## config.mk

```make
export PLATFORM = sky130hd
export DESIGN_NAME = tcp_ctrl
export DESIGN_NICKNAME = d
export VERILOG_FILES = /design/src/hdl/tcp_pkg.sv /design/src/hdl/tcp_ctrl.sv /design/src/hdl/tcp_nvm_array.sv /design/src/hdl/tcp_modulator.sv
export SDC_FILE = /design/constraint.sdc
export NUM_CORES = 2
export LEC_CHECK = 0
export BUFFER_PORTS_ARGS = -buffer_cell sky130_fd_sc_hd__buf_2
export CORE_UTILIZATION = 30
export CTS_CLUSTER_DIAMETER = 120
export DETAILED_ROUTE_END_ITERATION = 16
export PLACE_DENSITY = 0.52
export SYNTH_ARGS = -nofsm -noshare
export SYNTH_HDL_FRONTEND = slang
export SYNTH_SLANG_ARGS = --single-unit
```

## constraint.sdc

```tcl
create_clock -name CLOCK -period 6.3 [get_ports CLOCK]
set_input_delay 0.63 -clock CLOCK [delete_from_list [all_inputs] [get_ports CLOCK]]
set_output_delay 0.63 -clock CLOCK [all_outputs]
set_load 0.01 [all_outputs]
```

## src/hdl/tcp_pkg.sv

```systemverilog
package tcp_pkg;
	localparam int CLK_KHZ = 125000;
	localparam int FC_KHZ = 125;
	localparam int INIT_FC = 114;
	localparam int SD_TIME_MS = 64;
	localparam int SD_FC_DEF = 8192;
	localparam int PROG_TIME_US = 18000;
	localparam int PROG_FC_DEF = PROG_TIME_US * FC_KHZ / 1000;
	localparam int START_GAP_US = 150;
	localparam int START_GAP_CYC_DEF = START_GAP_US * CLK_KHZ / 1000;
	localparam logic [7:0] ZERO_MIN = 8'h10;
	localparam logic [7:0] ZERO_MAX = 8'h20;
	localparam logic [7:0] ONE_MIN = 8'h30;
	localparam logic [7:0] ONE_MAX = 8'h40;
	localparam logic [5:0] LEN_W5 = 6'h28;
	localparam logic [5:0] LEN_W3 = 6'h26;
	localparam logic [5:0] LEN_DA = 6'h07;
	localparam logic [1:0] OP_W5 = 2'h3;
	localparam logic [1:0] OP_W3 = 2'h2;
	localparam logic [1:0] OP_TEST = 2'h1;
	localparam logic [1:0] OP_RST = 2'h0;
	localparam int NBLK = 32;
	localparam int LOCK_POS = 32;
	localparam int SD_POS = 9;
	localparam int DR_POS = 8;
	localparam int MS_POS = 7;
	localparam int MD_POS = 6;
	localparam int LAST_LSB = 1;
	localparam logic [32:0] CFG_RESET = 33'h0_0000_003E;
	localparam logic [32:0] BLK_RESET = 33'h0_0000_0000;
	localparam logic [4:0] BLK_FIRST = 5'h01;
	localparam logic [5:0] PER_FAST = 6'h10;
	localparam logic [5:0] PER_SLOW = 6'h20;
	typedef struct packed {
		logic startup_delay_select;
		logic rate_select;
		logic encoding_select;
		logic output_silence;
		logic [4:0] last_cyclic_block;
	} tcp_cfg_t;
	typedef struct packed {
		logic we;
		logic [4:0] addr;
		logic [32:0] word;
	} tcp_wr_t;
	typedef enum logic [4:0] {
		ST_INIT = 5'h01,
		ST_UP = 5'h02,
		ST_DOWN = 5'h04,
		ST_PROG = 5'h08,
		ST_SILENT = 5'h10
	} tcp_state_t;
	function automatic tcp_cfg_t tcp_cfg_of(input logic [32:0] w);
		tcp_cfg_t c;
		c.startup_delay_select = w[SD_POS];
		c.rate_select = w[DR_POS];
		c.encoding_select = w[MS_POS];
		c.output_silence = w[MD_POS];
		c.last_cyclic_block = w[LAST_LSB+:5];
		return c;
	endfunction
endpackage

```

## src/hdl/tcp_ctrl.sv

```systemverilog
`timescale 1ns/1ps
// Contract
// - opcode 11, lock, 32 data, 5-bit address: write
// - opcode 11 plus 5-bit address: direct read
// - opcode 10, lock, 32 data, 3-bit address: write
// - opcode 00 triggers internal reset
// - valid write frame starts erase and program
// - damping off throughout erase and program
// - verify read; pass sends programmed block
// - verify fail: silent until next start gap
// - locked block: skip programming, repeat block
// - interval below or between zero/one ranges: bit error
// - bit count not 38/40/7 (2 or more for opcode 00): frame error
// - bit or frame error: uplink from block 1
// - 32 blocks of 33 bits, written whole
// - lock defaults 0; locked block never changes
// - block 0 configuration, blocks 1-31 user
// - startup delay adds 8192 field clocks
// - rate select: carrier/16 or carrier/32
// - encoding select: psk or manchester
// - output silence mutes modulation, keeps damping
// - last cyclic block bounds cyclic read
// - 16-32 clocks zero, 48-64 clocks one
// - direct access repeats addressed block
// - start gap enters downlink immediately
// - manchester: one rises, zero falls
module tcp_ctrl #(
	parameter int START_GAP_CYC = tcp_pkg::START_GAP_CYC_DEF,
	parameter int SD_FC = tcp_pkg::SD_FC_DEF,
	parameter int PROG_FC = tcp_pkg::PROG_FC_DEF
) (
	input wire logic CLOCK,
	input wire logic RSTN,
	input wire logic FIELD_CLK,
	input wire logic FIELD_GAP,
	input wire logic PROG_FAULT,
	output logic DAMP_ON,
	output logic MOD_OUT,
	output tcp_pkg::tcp_state_t STATE
);
	import tcp_pkg::*;

	// pin synchronisers
	logic [1:0] fc_sync_q;
	logic [1:0] gap_sync_q;
	logic [1:0] flt_sync_q;
	logic fc_prev_q;
	logic gap_prev_q;

	tcp_state_t st_q;
	tcp_state_t st_d;
	tcp_cfg_t cfg_q;

	logic [15:0] gap_len_q;
	logic [15:0] init_cnt_q;
	logic [15:0] prog_cnt_q;
	logic [7:0] ivl_q;
	logic [39:0] rx_q;
	logic [5:0] cnt_q;
	logic [1:0] op_q;
	logic [4:0] tgt_q;
	logic [32:0] word_q;
	logic vfy_q;

	logic [4:0] blk_q;
	logic [4:0] idx_q;
	logic rep_q;
	logic start_q;
	logic mod_restart_q;

	logic [32:0] rd_word;
	logic [32:0] cfg_word;
	tcp_wr_t wr;
	logic mod_w;
	logic bit_next;

	always_ff @(posedge CLOCK or negedge RSTN) begin
		if (!RSTN) begin
			fc_sync_q <= 2'h0;
			gap_sync_q <= 2'h0;
			flt_sync_q <= 2'h0;
			fc_prev_q <= 1'b0;
			gap_prev_q <= 1'b0;
		end else begin
			fc_sync_q <= {fc_sync_q[0], FIELD_CLK};
			gap_sync_q <= {gap_sync_q[0], FIELD_GAP};
			flt_sync_q <= {flt_sync_q[0], PROG_FAULT};
			fc_prev_q <= fc_sync_q[1];
			gap_prev_q <= gap_sync_q[1];
		end
	end

	wire fc_tick = fc_sync_q[1] && !fc_prev_q;
	wire gap_s = gap_sync_q[1];
	wire gap_rise = gap_s && !gap_prev_q;
	wire gap_fall = !gap_s && gap_prev_q;
	wire prog_fault = flt_sync_q[1];

	wire in_init = st_q == ST_INIT;
	wire in_up = st_q == ST_UP;
	wire in_down = st_q == ST_DOWN;
	wire in_prog = st_q == ST_PROG;
	wire in_silent = st_q == ST_SILENT;

	// start gap: a gap held long enough, in uplink or silent state only
	wire start_gap = gap_s && gap_len_q == 16'(START_GAP_CYC - 1) && (in_up || in_silent);

	// bit decoder on the field-clock count between gaps
	wire is_zero = ivl_q >= ZERO_MIN && ivl_q <= ZERO_MAX;
	wire is_one = ivl_q >= ONE_MIN && ivl_q <= ONE_MAX;
	wire err_bit = in_down && gap_rise && !(is_zero || is_one);
	wire frame_end = in_down && ivl_q > ONE_MAX;
	wire new_bit = is_one;

	// frame decode by opcode and bit count
	wire wr5 = op_q == OP_W5 && cnt_q == LEN_W5;
	wire wr3 = op_q == OP_W3 && cnt_q == LEN_W3;
	wire acc_da = op_q == OP_W5 && cnt_q == LEN_DA;
	wire rst_cmd = frame_end && op_q == OP_RST && cnt_q >= 6'h02;
	wire [4:0] frame_addr = wr3 ? {2'h0, rx_q[2:0]} : rx_q[4:0];
	wire [32:0] frame_word = wr5 ? rx_q[37:5] : rx_q[35:3];
	wire dec_wr = frame_end && (wr5 || wr3);
	wire dec_lock = dec_wr && rd_word[LOCK_POS];
	wire go_prog = dec_wr && !rd_word[LOCK_POS];
	wire dec_rep = frame_end && (acc_da || dec_lock);

	// programming sequence
	wire prog_due = in_prog && prog_cnt_q == 16'(PROG_FC) && !vfy_q;
	wire vfy_ok = in_prog && vfy_q && rd_word == word_q;
	wire vfy_bad = in_prog && vfy_q && rd_word != word_q;

	// initialisation length depends on the freshly loaded delay select
	wire [15:0] init_len = 16'(INIT_FC) + (cfg_q.startup_delay_select ? 16'(SD_FC) : 16'h0000);
	wire init_done = in_init && init_cnt_q >= init_len;
	wire [4:0] first_blk = cfg_q.last_cyclic_block == 5'h00 ? 5'h00 : BLK_FIRST;

	// uplink entry: block and repeat mode chosen by cause
	wire up_go = init_done || err_bit || vfy_ok || (frame_end && !rst_cmd && !go_prog);
	wire up_rep = vfy_ok || dec_rep;
	wire [4:0] up_blk = vfy_ok ? tgt_q : dec_rep ? frame_addr : init_done ? first_blk : BLK_FIRST;

	// cyclic advance through blocks 1..last, or block 0 alone
	wire blk_end = in_up && bit_next && !start_q && idx_q == 5'h1F;
	wire [4:0] nxt_blk = rep_q ? blk_q :
		cfg_q.last_cyclic_block == 5'h00 ? 5'h00 :
		blk_q >= cfg_q.last_cyclic_block ? BLK_FIRST : blk_q + 5'h01;
	wire ul_bit = start_q ? 1'b0 : rd_word[5'h1F - idx_q];

	wire [4:0] rd_addr = in_down ? frame_addr : in_prog ? tgt_q : blk_q;

	// one driver for the whole write request
	assign wr = '{we: prog_due, addr: tgt_q, word: word_q};

	always_comb begin
		st_d = st_q;
		unique case (st_q)
			ST_INIT: begin
				if (init_done) st_d = ST_UP;
			end
			ST_UP, ST_SILENT: begin
				if (start_gap) st_d = ST_DOWN;
			end
			ST_DOWN: begin
				if (rst_cmd) st_d = ST_INIT;
				else if (go_prog) st_d = ST_PROG;
				else if (err_bit || frame_end) st_d = ST_UP;
			end
			ST_PROG: begin
				if (vfy_ok) st_d = ST_UP;
				else if (vfy_bad) st_d = ST_SILENT;
			end
			default: st_d = ST_INIT;
		endcase
	end

	always_ff @(posedge CLOCK or negedge RSTN) begin
		if (!RSTN) begin
			st_q <= ST_INIT;
		end else begin
			st_q <= st_d;
		end
	end

	// gap length in system clocks, counted while the field is off
	always_ff @(posedge CLOCK or negedge RSTN) begin
		if (!RSTN) begin
			gap_len_q <= 16'h0000;
		end else if (!gap_s) begin
			gap_len_q <= 16'h0000;
		end else if (gap_len_q != 16'hFFFF) begin
			gap_len_q <= gap_len_q + 16'h0001;
		end
	end

	// init timer restarts on any gap; configuration is reloaded meanwhile
	always_ff @(posedge CLOCK or negedge RSTN) begin
		if (!RSTN) begin
			init_cnt_q <= 16'h0000;
		end else if (!in_init || gap_rise) begin
			init_cnt_q <= 16'h0000;
		end else if (fc_tick) begin
			init_cnt_q <= init_cnt_q + 16'h0001;
		end
	end

	always_ff @(posedge CLOCK or negedge RSTN) begin
		if (!RSTN) begin
			cfg_q <= tcp_cfg_of(CFG_RESET);
		end else if (in_init || up_go || blk_end) begin
			cfg_q <= tcp_cfg_of(cfg_word);
		end
	end

	// interval counter between gaps, saturating
	always_ff @(posedge CLOCK or negedge RSTN) begin
		if (!RSTN) begin
			ivl_q <= 8'h00;
		end else if (!in_down || gap_fall) begin
			ivl_q <= 8'h00;
		end else if (fc_tick && ivl_q != 8'hFF) begin
			ivl_q <= ivl_q + 8'h01;
		end
	end

	// receive shift register, bit count and opcode capture
	always_ff @(posedge CLOCK or negedge RSTN) begin
		if (!RSTN) begin
			rx_q <= 40'h00_0000_0000;
			cnt_q <= 6'h00;
			op_q <= 2'h0;
		end else if (!in_down) begin
			cnt_q <= 6'h00;
		end else if (gap_rise && (is_zero || is_one)) begin
			rx_q <= {rx_q[38:0], new_bit};
			if (cnt_q != 6'h3F) cnt_q <= cnt_q + 6'h01;
			if (cnt_q == 6'h01) op_q <= {rx_q[0], new_bit};
		end
	end

	// target and data of a write, and the program timer
	always_ff @(posedge CLOCK or negedge RSTN) begin
		if (!RSTN) begin
			tgt_q <= 5'h00;
			word_q <= BLK_RESET;
			prog_cnt_q <= 16'h0000;
			vfy_q <= 1'b0;
		end else if (go_prog) begin
			tgt_q <= frame_addr;
			word_q <= frame_word;
			prog_cnt_q <= 16'h0000;
			vfy_q <= 1'b0;
		end else if (in_prog) begin
			if (prog_due) vfy_q <= 1'b1;
			else if (fc_tick && prog_cnt_q != 16'(PROG_FC)) prog_cnt_q <= prog_cnt_q + 16'h0001;
		end
	end

	// uplink block/bit pointer, preceded by one start bit
	always_ff @(posedge CLOCK or negedge RSTN) begin
		if (!RSTN) begin
			blk_q <= BLK_FIRST;
			idx_q <= 5'h00;
			rep_q <= 1'b0;
			start_q <= 1'b1;
			mod_restart_q <= 1'b0;
		end else begin
			mod_restart_q <= up_go;
			if (up_go) begin
				blk_q <= up_blk;
				rep_q <= up_rep;
				idx_q <= 5'h00;
				start_q <= 1'b1;
			end else if (in_up && bit_next) begin
				if (start_q) begin
					start_q <= 1'b0;
				end else begin
					idx_q <= idx_q + 5'h01;
					if (blk_end) blk_q <= nxt_blk;
				end
			end
		end
	end

	// pin drivers: damping on in downlink only, modulation only in uplink
	always_ff @(posedge CLOCK or negedge RSTN) begin
		if (!RSTN) begin
			DAMP_ON <= 1'b0;
			MOD_OUT <= 1'b0;
			STATE <= ST_INIT;
		end else begin
			DAMP_ON <= in_down;
			MOD_OUT <= in_up && !cfg_q.output_silence && mod_w;
			STATE <= st_q;
		end
	end

	tcp_nvm_array u_array (
		.clk(CLOCK),
		.rst_n(RSTN),
		.wr(wr),
		.fault(prog_fault),
		.rd_addr(rd_addr),
		.rd_word(rd_word),
		.cfg_word(cfg_word)
	);

	tcp_modulator u_mod (
		.clk(CLOCK),
		.rst_n(RSTN),
		.fc_tick(fc_tick),
		.restart(mod_restart_q),
		.rate_sel(cfg_q.rate_select),
		.enc_sel(cfg_q.encoding_select),
		.bit_in(ul_bit),
		.mod(mod_w),
		.bit_next(bit_next)
	);
endmodule

```

## src/hdl/tcp_nvm_array.sv

```systemverilog
`timescale 1ns/1ps
module tcp_nvm_array (
	input wire logic clk,
	input wire logic rst_n,
	input wire tcp_pkg::tcp_wr_t wr,
	input wire logic fault,
	input wire logic [4:0] rd_addr,
	output logic [32:0] rd_word,
	output logic [32:0] cfg_word
);
	import tcp_pkg::*;

	logic [32:0] mem_q [NBLK];
	// a weak cell corrupts the low data bit so that verify catches it
	wire [32:0] wr_word = fault ? {wr.word[32:1], ~wr.word[0]} : wr.word;
	for (genvar i = 0; i < NBLK; i++) begin : g_blk
		always_ff @(posedge clk or negedge rst_n) begin
			if (!rst_n) begin
				mem_q[i] <= (i == 0) ? CFG_RESET : BLK_RESET;
			end else if (wr.we && wr.addr == 5'(i) && !mem_q[i][LOCK_POS]) begin
				mem_q[i] <= wr_word;
			end
		end

	end
	assign rd_word = mem_q[rd_addr];
	assign cfg_word = mem_q[0];
endmodule

```

## src/hdl/tcp_modulator.sv

```systemverilog
`timescale 1ns/1ps
module tcp_modulator (
	input wire logic clk,
	input wire logic rst_n,
	input wire logic fc_tick,
	input wire logic restart,
	input wire logic rate_sel,
	input wire logic enc_sel,
	input wire logic bit_in,
	output logic mod,
	output logic bit_next
);
	import tcp_pkg::*;
	logic [5:0] ph_q;
	logic bit_q;
	logic ld_q;
	logic sub_q;
	logic phase_q;
	wire [5:0] per = rate_sel ? PER_SLOW : PER_FAST;
	wire [5:0] half = {1'b0, per[5:1]};
	wire ph_last = ph_q == per - 6'h01;
	assign bit_next = fc_tick && ph_last && !restart;
	always_ff @(posedge clk or negedge rst_n) begin
		if (!rst_n) begin
			ph_q <= 6'h00;
			sub_q <= 1'b0;
		end else if (restart) begin
			ph_q <= 6'h00;
			sub_q <= 1'b0;
		end else if (fc_tick) begin
			ph_q <= ph_last ? 6'h00 : ph_q + 6'h01;
			sub_q <= ~sub_q;
		end
	end
	// the new bit is loaded one cycle after the request, once the source has moved on
	always_ff @(posedge clk or negedge rst_n) begin
		if (!rst_n) begin
			ld_q <= 1'b0;
			bit_q <= 1'b0;
			phase_q <= 1'b0;
		end else begin
			ld_q <= bit_next || restart;
			if (restart) begin
				bit_q <= 1'b0;
				phase_q <= 1'b0;
			end else if (ld_q) begin
				bit_q <= bit_in;
				phase_q <= phase_q ^ (bit_in ^ bit_q);
			end
		end
	end
	// manchester: one rises at mid-bit, zero falls; psk flips the rf/2 sub-carrier on change
	assign mod = enc_sel ? ((ph_q < half) ? ~bit_q : bit_q) : (sub_q ^ phase_q);
endmodule

```

-- Word level (Yosys, flattened, before mapping)
Index checks and enable logic that the tools add are counted.
W data, S select, Z words.
- register bits after elaboration: 1249
- input bits: 5
- output and inout port bits: 7
- word-level logic and storage cells: 402
- add/subtract/negate cells: 11
- order comparisons: 11
- eq/ne operators: 62
- mux-type cells: 64
- bitwise gates (word level): 7
- reductions and logical operators: 181
- operators with widths (operator ; count):
    $bmux W33 S5 ; 1
    $mux W16 ; 8
    $mux W5 ; 22
    $logic_and A1 B1 Y1 ; 101
    $mux W33 ; 3
    $eq A5 B5 Y1 const B ; 18
    $add A16 B1 Y16 const B ; 3
    $eq A5 B4 Y1 const B ; 9
    $logic_not A1 Y1 ; 45
    $mux W6 ; 7
    $eq A33 B33 Y1 ; 1
    $ne A33 B33 Y1 ; 1
    $eq A5 B3 Y1 const B ; 5
    $pmux W5 S4 ; 1
    $mux W1 ; 18
    $reduce_bool A2 Y1 ; 9
    $eq A16 B12 Y1 const B ; 1
    $eq A16 B15 Y1 const B ; 1
    $ge A16 B15 Y1 ; 1
    $mux W8 ; 2
    $ne A16 B12 Y1 const B ; 1
    $ne A16 B16 Y1 const B ; 1
    $add A7 B14 Y15 const A ; 1
    $eq A5 B2 Y1 const B ; 3
    other kinds (39) ; 73

-- Depth between registers and ports, before layout
- word-level depth: 15
- depth in mapped cells: 26
- mapped depth without buffers: 17

-- By module
From an unflattened synthesis, not the netlist that was laid out.
- cells, all modules: 4587
- area, all modules: 59773.6 um^2
- by module, submodules not included (module ; times used ; cells an instance ; area an instance (um^2) ; seq. area each (um^2)):
    tcp_nvm_array ; 1 ; 3654 ; 49862.8 ; 26431.6
    tcp_ctrl ; 1 ; 876 ; 9330.2 ; 4590.7
    tcp_modulator ; 1 ; 57 ; 580.6 ; 250.2

-- Worst setup path before layout
OpenSTA, ideal clock, no wires.
- path type: register -> register
- start point: register st_q[1]
- end point: register cfg_q[5] (netlist name)
- setup time: 125 ps
- data arrival time: 4904 ps
- required time: 6175 ps
- slack: 1271 ps
- stages on the path, launching flop included: 21
- path buffers: 6
- clock period less this slack: 5029 ps
- cells stage by stage: dfrtp_1 buf_6 or3_4 buf_6 nor4b_4 a211oi_4 buf_6 buf_8 buf_8 a31o_2 a2111oi_0 or4b_2 xor2_1 nand2_1 or4b_4 nor4_4 nor2b_2 inv_4 or3b_1 buf_6 mux2_4
- longest elaborated chain between the ends: 14
- elaborated cells between the ends (all ways): 34
- classes of those cells: eq/ne: 5; mux: 5; bitwise: 1; reduce/logical: 23
- ends and longest elaborated chain (element ; line ; text):
    start: declaration ; tcp_ctrl.sv:50 ; tcp_state_t st_q;
    start signal: assignment ; tcp_ctrl.sv:180 ; st_q <= st_d;
    branches (longest 11 deep; another with $bmux W33 S5) ; -- ;
    $logic_or A1 B1 Y1 * ; tcp_ctrl.sv:138 ; wire up_go = init_done || err_bit || vfy_ok || (frame_end && !rst_cmd && !go_prog);
    via up_go ; tcp_ctrl.sv:138 ;
    $logic_or A1 B1 Y1 * (2 in series) ; tcp_ctrl.sv:209 ; end else if (in_init || up_go || blk_end) begin
    end signal: assignment ; tcp_ctrl.sv:208 ; cfg_q <= tcp_cfg_of(CFG_RESET);
    end signal: assignment ; tcp_ctrl.sv:210 ; cfg_q <= tcp_cfg_of(cfg_word);
    end: declaration ; tcp_ctrl.sv:52 ; tcp_cfg_t cfg_q;
Mark *: on every way through the listed nets, which the timed path passes. The select of a mux whose other input is x is not followed.
A chain may end at the register's enable or synchronous reset.

-- Worst setup path after layout
- start point: register st_q[0]
- end point: register cfg_q[5] (netlist name)
- elaborated cells between the ends (all ways): 34
- classes of those cells: eq/ne: 5; mux: 5; bitwise: 1; reduce/logical: 23
- RTL lines (element ; line ; text):
    $eq A5 B3 Y1 * ; tcp_ctrl.sv:101 ; wire in_down = st_q == ST_DOWN;
    via in_down ; tcp_ctrl.sv:101 ;
    branches (longest 9 deep; another with $bmux W33 S5) ; -- ;
    $logic_or A1 B1 Y1 * ; tcp_ctrl.sv:138 ;
    via up_go ; tcp_ctrl.sv:138 ;
    $logic_or A1 B1 Y1 * (2 in series) ; tcp_ctrl.sv:209 ;
Marked as above.

==> metrics.yaml <==
status: "complete, no violations"
setup_viol: 0
grt_overflow: 0
cts_buffers: 138
instances_no_fill: 7191
cts_tree: "yes"
avgSynthCellArea_sq_um: 12.56
hold_end: "gap_sync_q[1]"
clkPwrFrac_pct: 50.2
leakage_uw: 0.03055
fmax_mhz: 171.7
drc: 0
clockBufferDepth: 3
clk_pin_slew_worst_paths_ps: 70
antenna_found_initial: 8
vias: 38719
finClkSkew_ps: 31.70
synth-main-ff-cell: "dfrtp_1"
hold_depth: 0
grt.total_usage_pct: 18.76
synth-edff-count: 0
ys_types: 90
post_cts_buffers: 0
worst_slew_pin_slew_ps: 1350
routed_via_density: 5.384
io_pins: 12
setup_tns_ps: 0
maxSlewViolCount: 0
cts.sinks: 1249
post_route_cells_drive_above_1_share_pct: 34.95
ff2ff_setup_slack_ps: 470
fp.coreArea_sq_um: 192800
ys_seq_elements: 1249
required_ps: 6960
die-area_sq_um: 196100
critPathSlowestCell: "nor2_1"
std_cell_rows: 161
gp_congestion: 0.8569
fin_crit_sh_pct: 92.47
die_x_um: 442.9
r2r-end: "cfg_q[5]"
critPathLaunchType: "flip-flop"
vdd_ir_drop_max_mv: 0.2729
dieHeight_um: 442.9
p_switching_uw: 3620
rsz0062_at_grt: "no"
crit_fanout: 13
power_density_nw_per_um2: 253.0
end_kind: "flip-flop"
reg2reg_depth: 19
first_pass_iters: 8
wl_per_cell_um: 25.75
async_reset_ff_share_pct: 100.0
crit_type: "flip-flop to flip-flop"
min_from: "gap_sync_q[0]"
switching_share_pct: 21.61
clk_latency_ps: 790
min_path_type: "flip-flop to flip-flop"
worstPathCellList: "nor3_4 > nand2_1 > clkinv_1 > a21oi_1 > a31oi_2 > buf_4 > nor2_1 > buf_4 > a32oi_1 > and4_1 > xnor2_1 > nor4_1 > o211ai_1 > nor4_4 > nor2b_2 > inv_4 > or3b_1 > buf_12 > mux2_4"
start_util_pct: 30.24
synthCells: 4641
portBuffers: 11
drt_iter0_drc: 3273
maxCapViolCount: 0
seq_area_frac_synth_pct: 53.64
cts-root-buf: "clkbuf_16"
pwr-share-seq_pct: 48.2
finalCriticalPeriod_ps: 5826
ys_warn_count: 0
cp.arrival_ps: 6480
syn_area_sq_um: 58300
yosys.area.top_type: "dfrtp_1"
hold_violations: 0
grt_pass1_vias: 38466
fin_util_pct: 34.34
hpwl_um: 109700
grt_pass1_wl_um: 275400
finalNetCount: 4586
place_inst: 6940
detail-route-antenna-nets: 0
r2r_start: "st_q[0]"
synthTopCellsByArea: "dfrtp_1, mux2_2, mux4_2, nand2_1, clkbuf_1"
ctsHtreeMaxLevel: 4
area_delta_synth_final_pct: 13.55
p_int_uw: 13130
cp_common_cell: "buf_4"
syn-num-nets: 4669
synthDominantCellAreaShare_pct: 53.01
pwr-share-comb_pct: 1.5
cp_slowest_stage_delay_ps: 1040
finalWirelength_um: 185200
grt_max_degree: 181
slew_headroom_pct: 9.682
-- what timing repair did --
action                     4_1_cts  5_1_grt
hold endpoints to repair       119        0
setup endpoints to repair        0        0
hold buffers                     4        0
resized for setup                0        0
-- worst max-delay path by stage --
stage             start  endpoint  slack [ps]
2_1_floorplan   st_q[1]  cfg_q[5]        1270
3_3_place_gp    st_q[1]  cfg_q[6]         560
3_5_place_dp    st_q[1]  cfg_q[5]         530
4_1_cts        cnt_q[0]  cfg_q[5]         500
5_1_grt         st_q[0]  cfg_q[7]         200
6_report        st_q[0]  cfg_q[5]         470
-- metrics by stage --
step | power [uW] | cell area, sq um | setup WS [ps] | hold WS [ps]
floorplan | 8282 | 58300 | 1271 | 331.2
global placement | 8483 | 61440 | 562.6 | 336.1
detailed placement | 8487 | 61440 | 526.8 | 342.6
CTS | 16930 | 66200 | 504.4 | 360.1
global route | 17300 | 66200 | 199.6 | 374.4
finish | 16750 | 66200 | 474.3 | 355.0
-- flip-flops by register name, summed over array words and instances, names as in the netlist, 6 cells and up --
name and count:
ivl_q 8, cnt_q 6, u_array.mem_q 1023, u_array.cfg_word 33
prog_cnt_q 16, u_mod.ph_q 6, rx_q 38, init_cnt_q 16
word_q 33, gap_len_q 16, cfg_q 9
-- cells by family (layout without fill, tap and decap cells) --
kind of cell | after synthesis | count (layout) | synth area share [%]
compound gates | 509 | 509 | 6.028
xor+xnor | 92 | 92 | 1.382
fa+ha+maj | 23 | 23 | 0.4936
buf+inv | 438 | 461 | 3.236
flops | 1249 | 1249 | 53.64
mux | 1220 | 1220 | 26.14
other cells | 0 | 1 | 0
simple gates | 1110 | 1110 | 9.084
-- power groups by stage --
stage | registers [uW] | clock network (uW) | logic (uW)
after floorplan | 8220 | 0 | 63.8
after global placement | 8220 | 0 | 261
after detailed placement | 8220 | 0 | 263
after CTS | 8080 | 8590 | 267
after global routing | 8080 | 8920 | 298
final | 8080 | 8420 | 254
-- cells in the final DEF (no fill, tap or decap), drive strengths merged, types with 10 or more instances in the layout --
master / n
o21bai: 27
nand4: 28
o21ai: 78
and3: 87
nor3: 43
nand2: 494
o22ai: 21
inv: 32
mux2i: 65
buf: 180
nor4: 20
dfrtp: 1235
a21oi: 92
bufinv: 10
clkbuf: 209
xnor2: 48
nor2b: 10
nor2: 148
clkinv: 23
xor2: 44
a32oi: 39
or3: 37
and4: 17
dfstp: 14
a22oi: 22
a211oi: 71
mux4: 133
or4: 21
ha: 23
mux2: 1022
and2: 19
a311oi: 10
nand3: 141
a31oi: 50
nand2b: 21
o2111ai: 12
-- area by class of cell --
type / count / area [sq um]
fill: 18719 / 126600
sequential: 1249 / 31270
clock buffer: 209 / 4219
inverter: 31 / 118.9
multi-input combinational: 2954 / 25290
timing repair buffer: 184 / 1642
antenna: 1 / 2.502
clock inverter: 37 / 499.2
tap: 2526 / 3161
-- Yosys cell counts (36+ instances only) --
master,n
and3_1,87
a32oi_1,39
dfrtp_1,1235
a31oi_1,50
buf_2,36
o21ai_0,77
mux2_2,1013
a21oi_1,92
xor2_1,44
nand2_1,494
nand3_1,140
xnor2_1,48
mux4_2,119
nor3_1,42
or3_1,36
buf_1,69
nor2_1,148
mux2i_1,65
clkbuf_1,267
a211oi_1,70
-- worst max-delay path, delay by kind of cell, from the launching register on --
kind / cells / cell delay [ps]
AND/OR/NAND/NOR: 8 / 2760
flip-flops: 1 / 650
XOR/XNOR: 1 / 210
buffers and inverters: 5 / 1110
multiplexers: 1 / 290
AO/OA/AOI/OAI: 4 / 640
-- layer usage --
layer,vias to the layer above,routed length [um],global-route usage (%)
li1,16663,-,-
met5,-,8,0
met3,275,10280,3.155
met4,2,4866,5.379
met1,20687,86620,27.15
met2,1092,83400,28.67
Power figures use the tool's default switching activity.
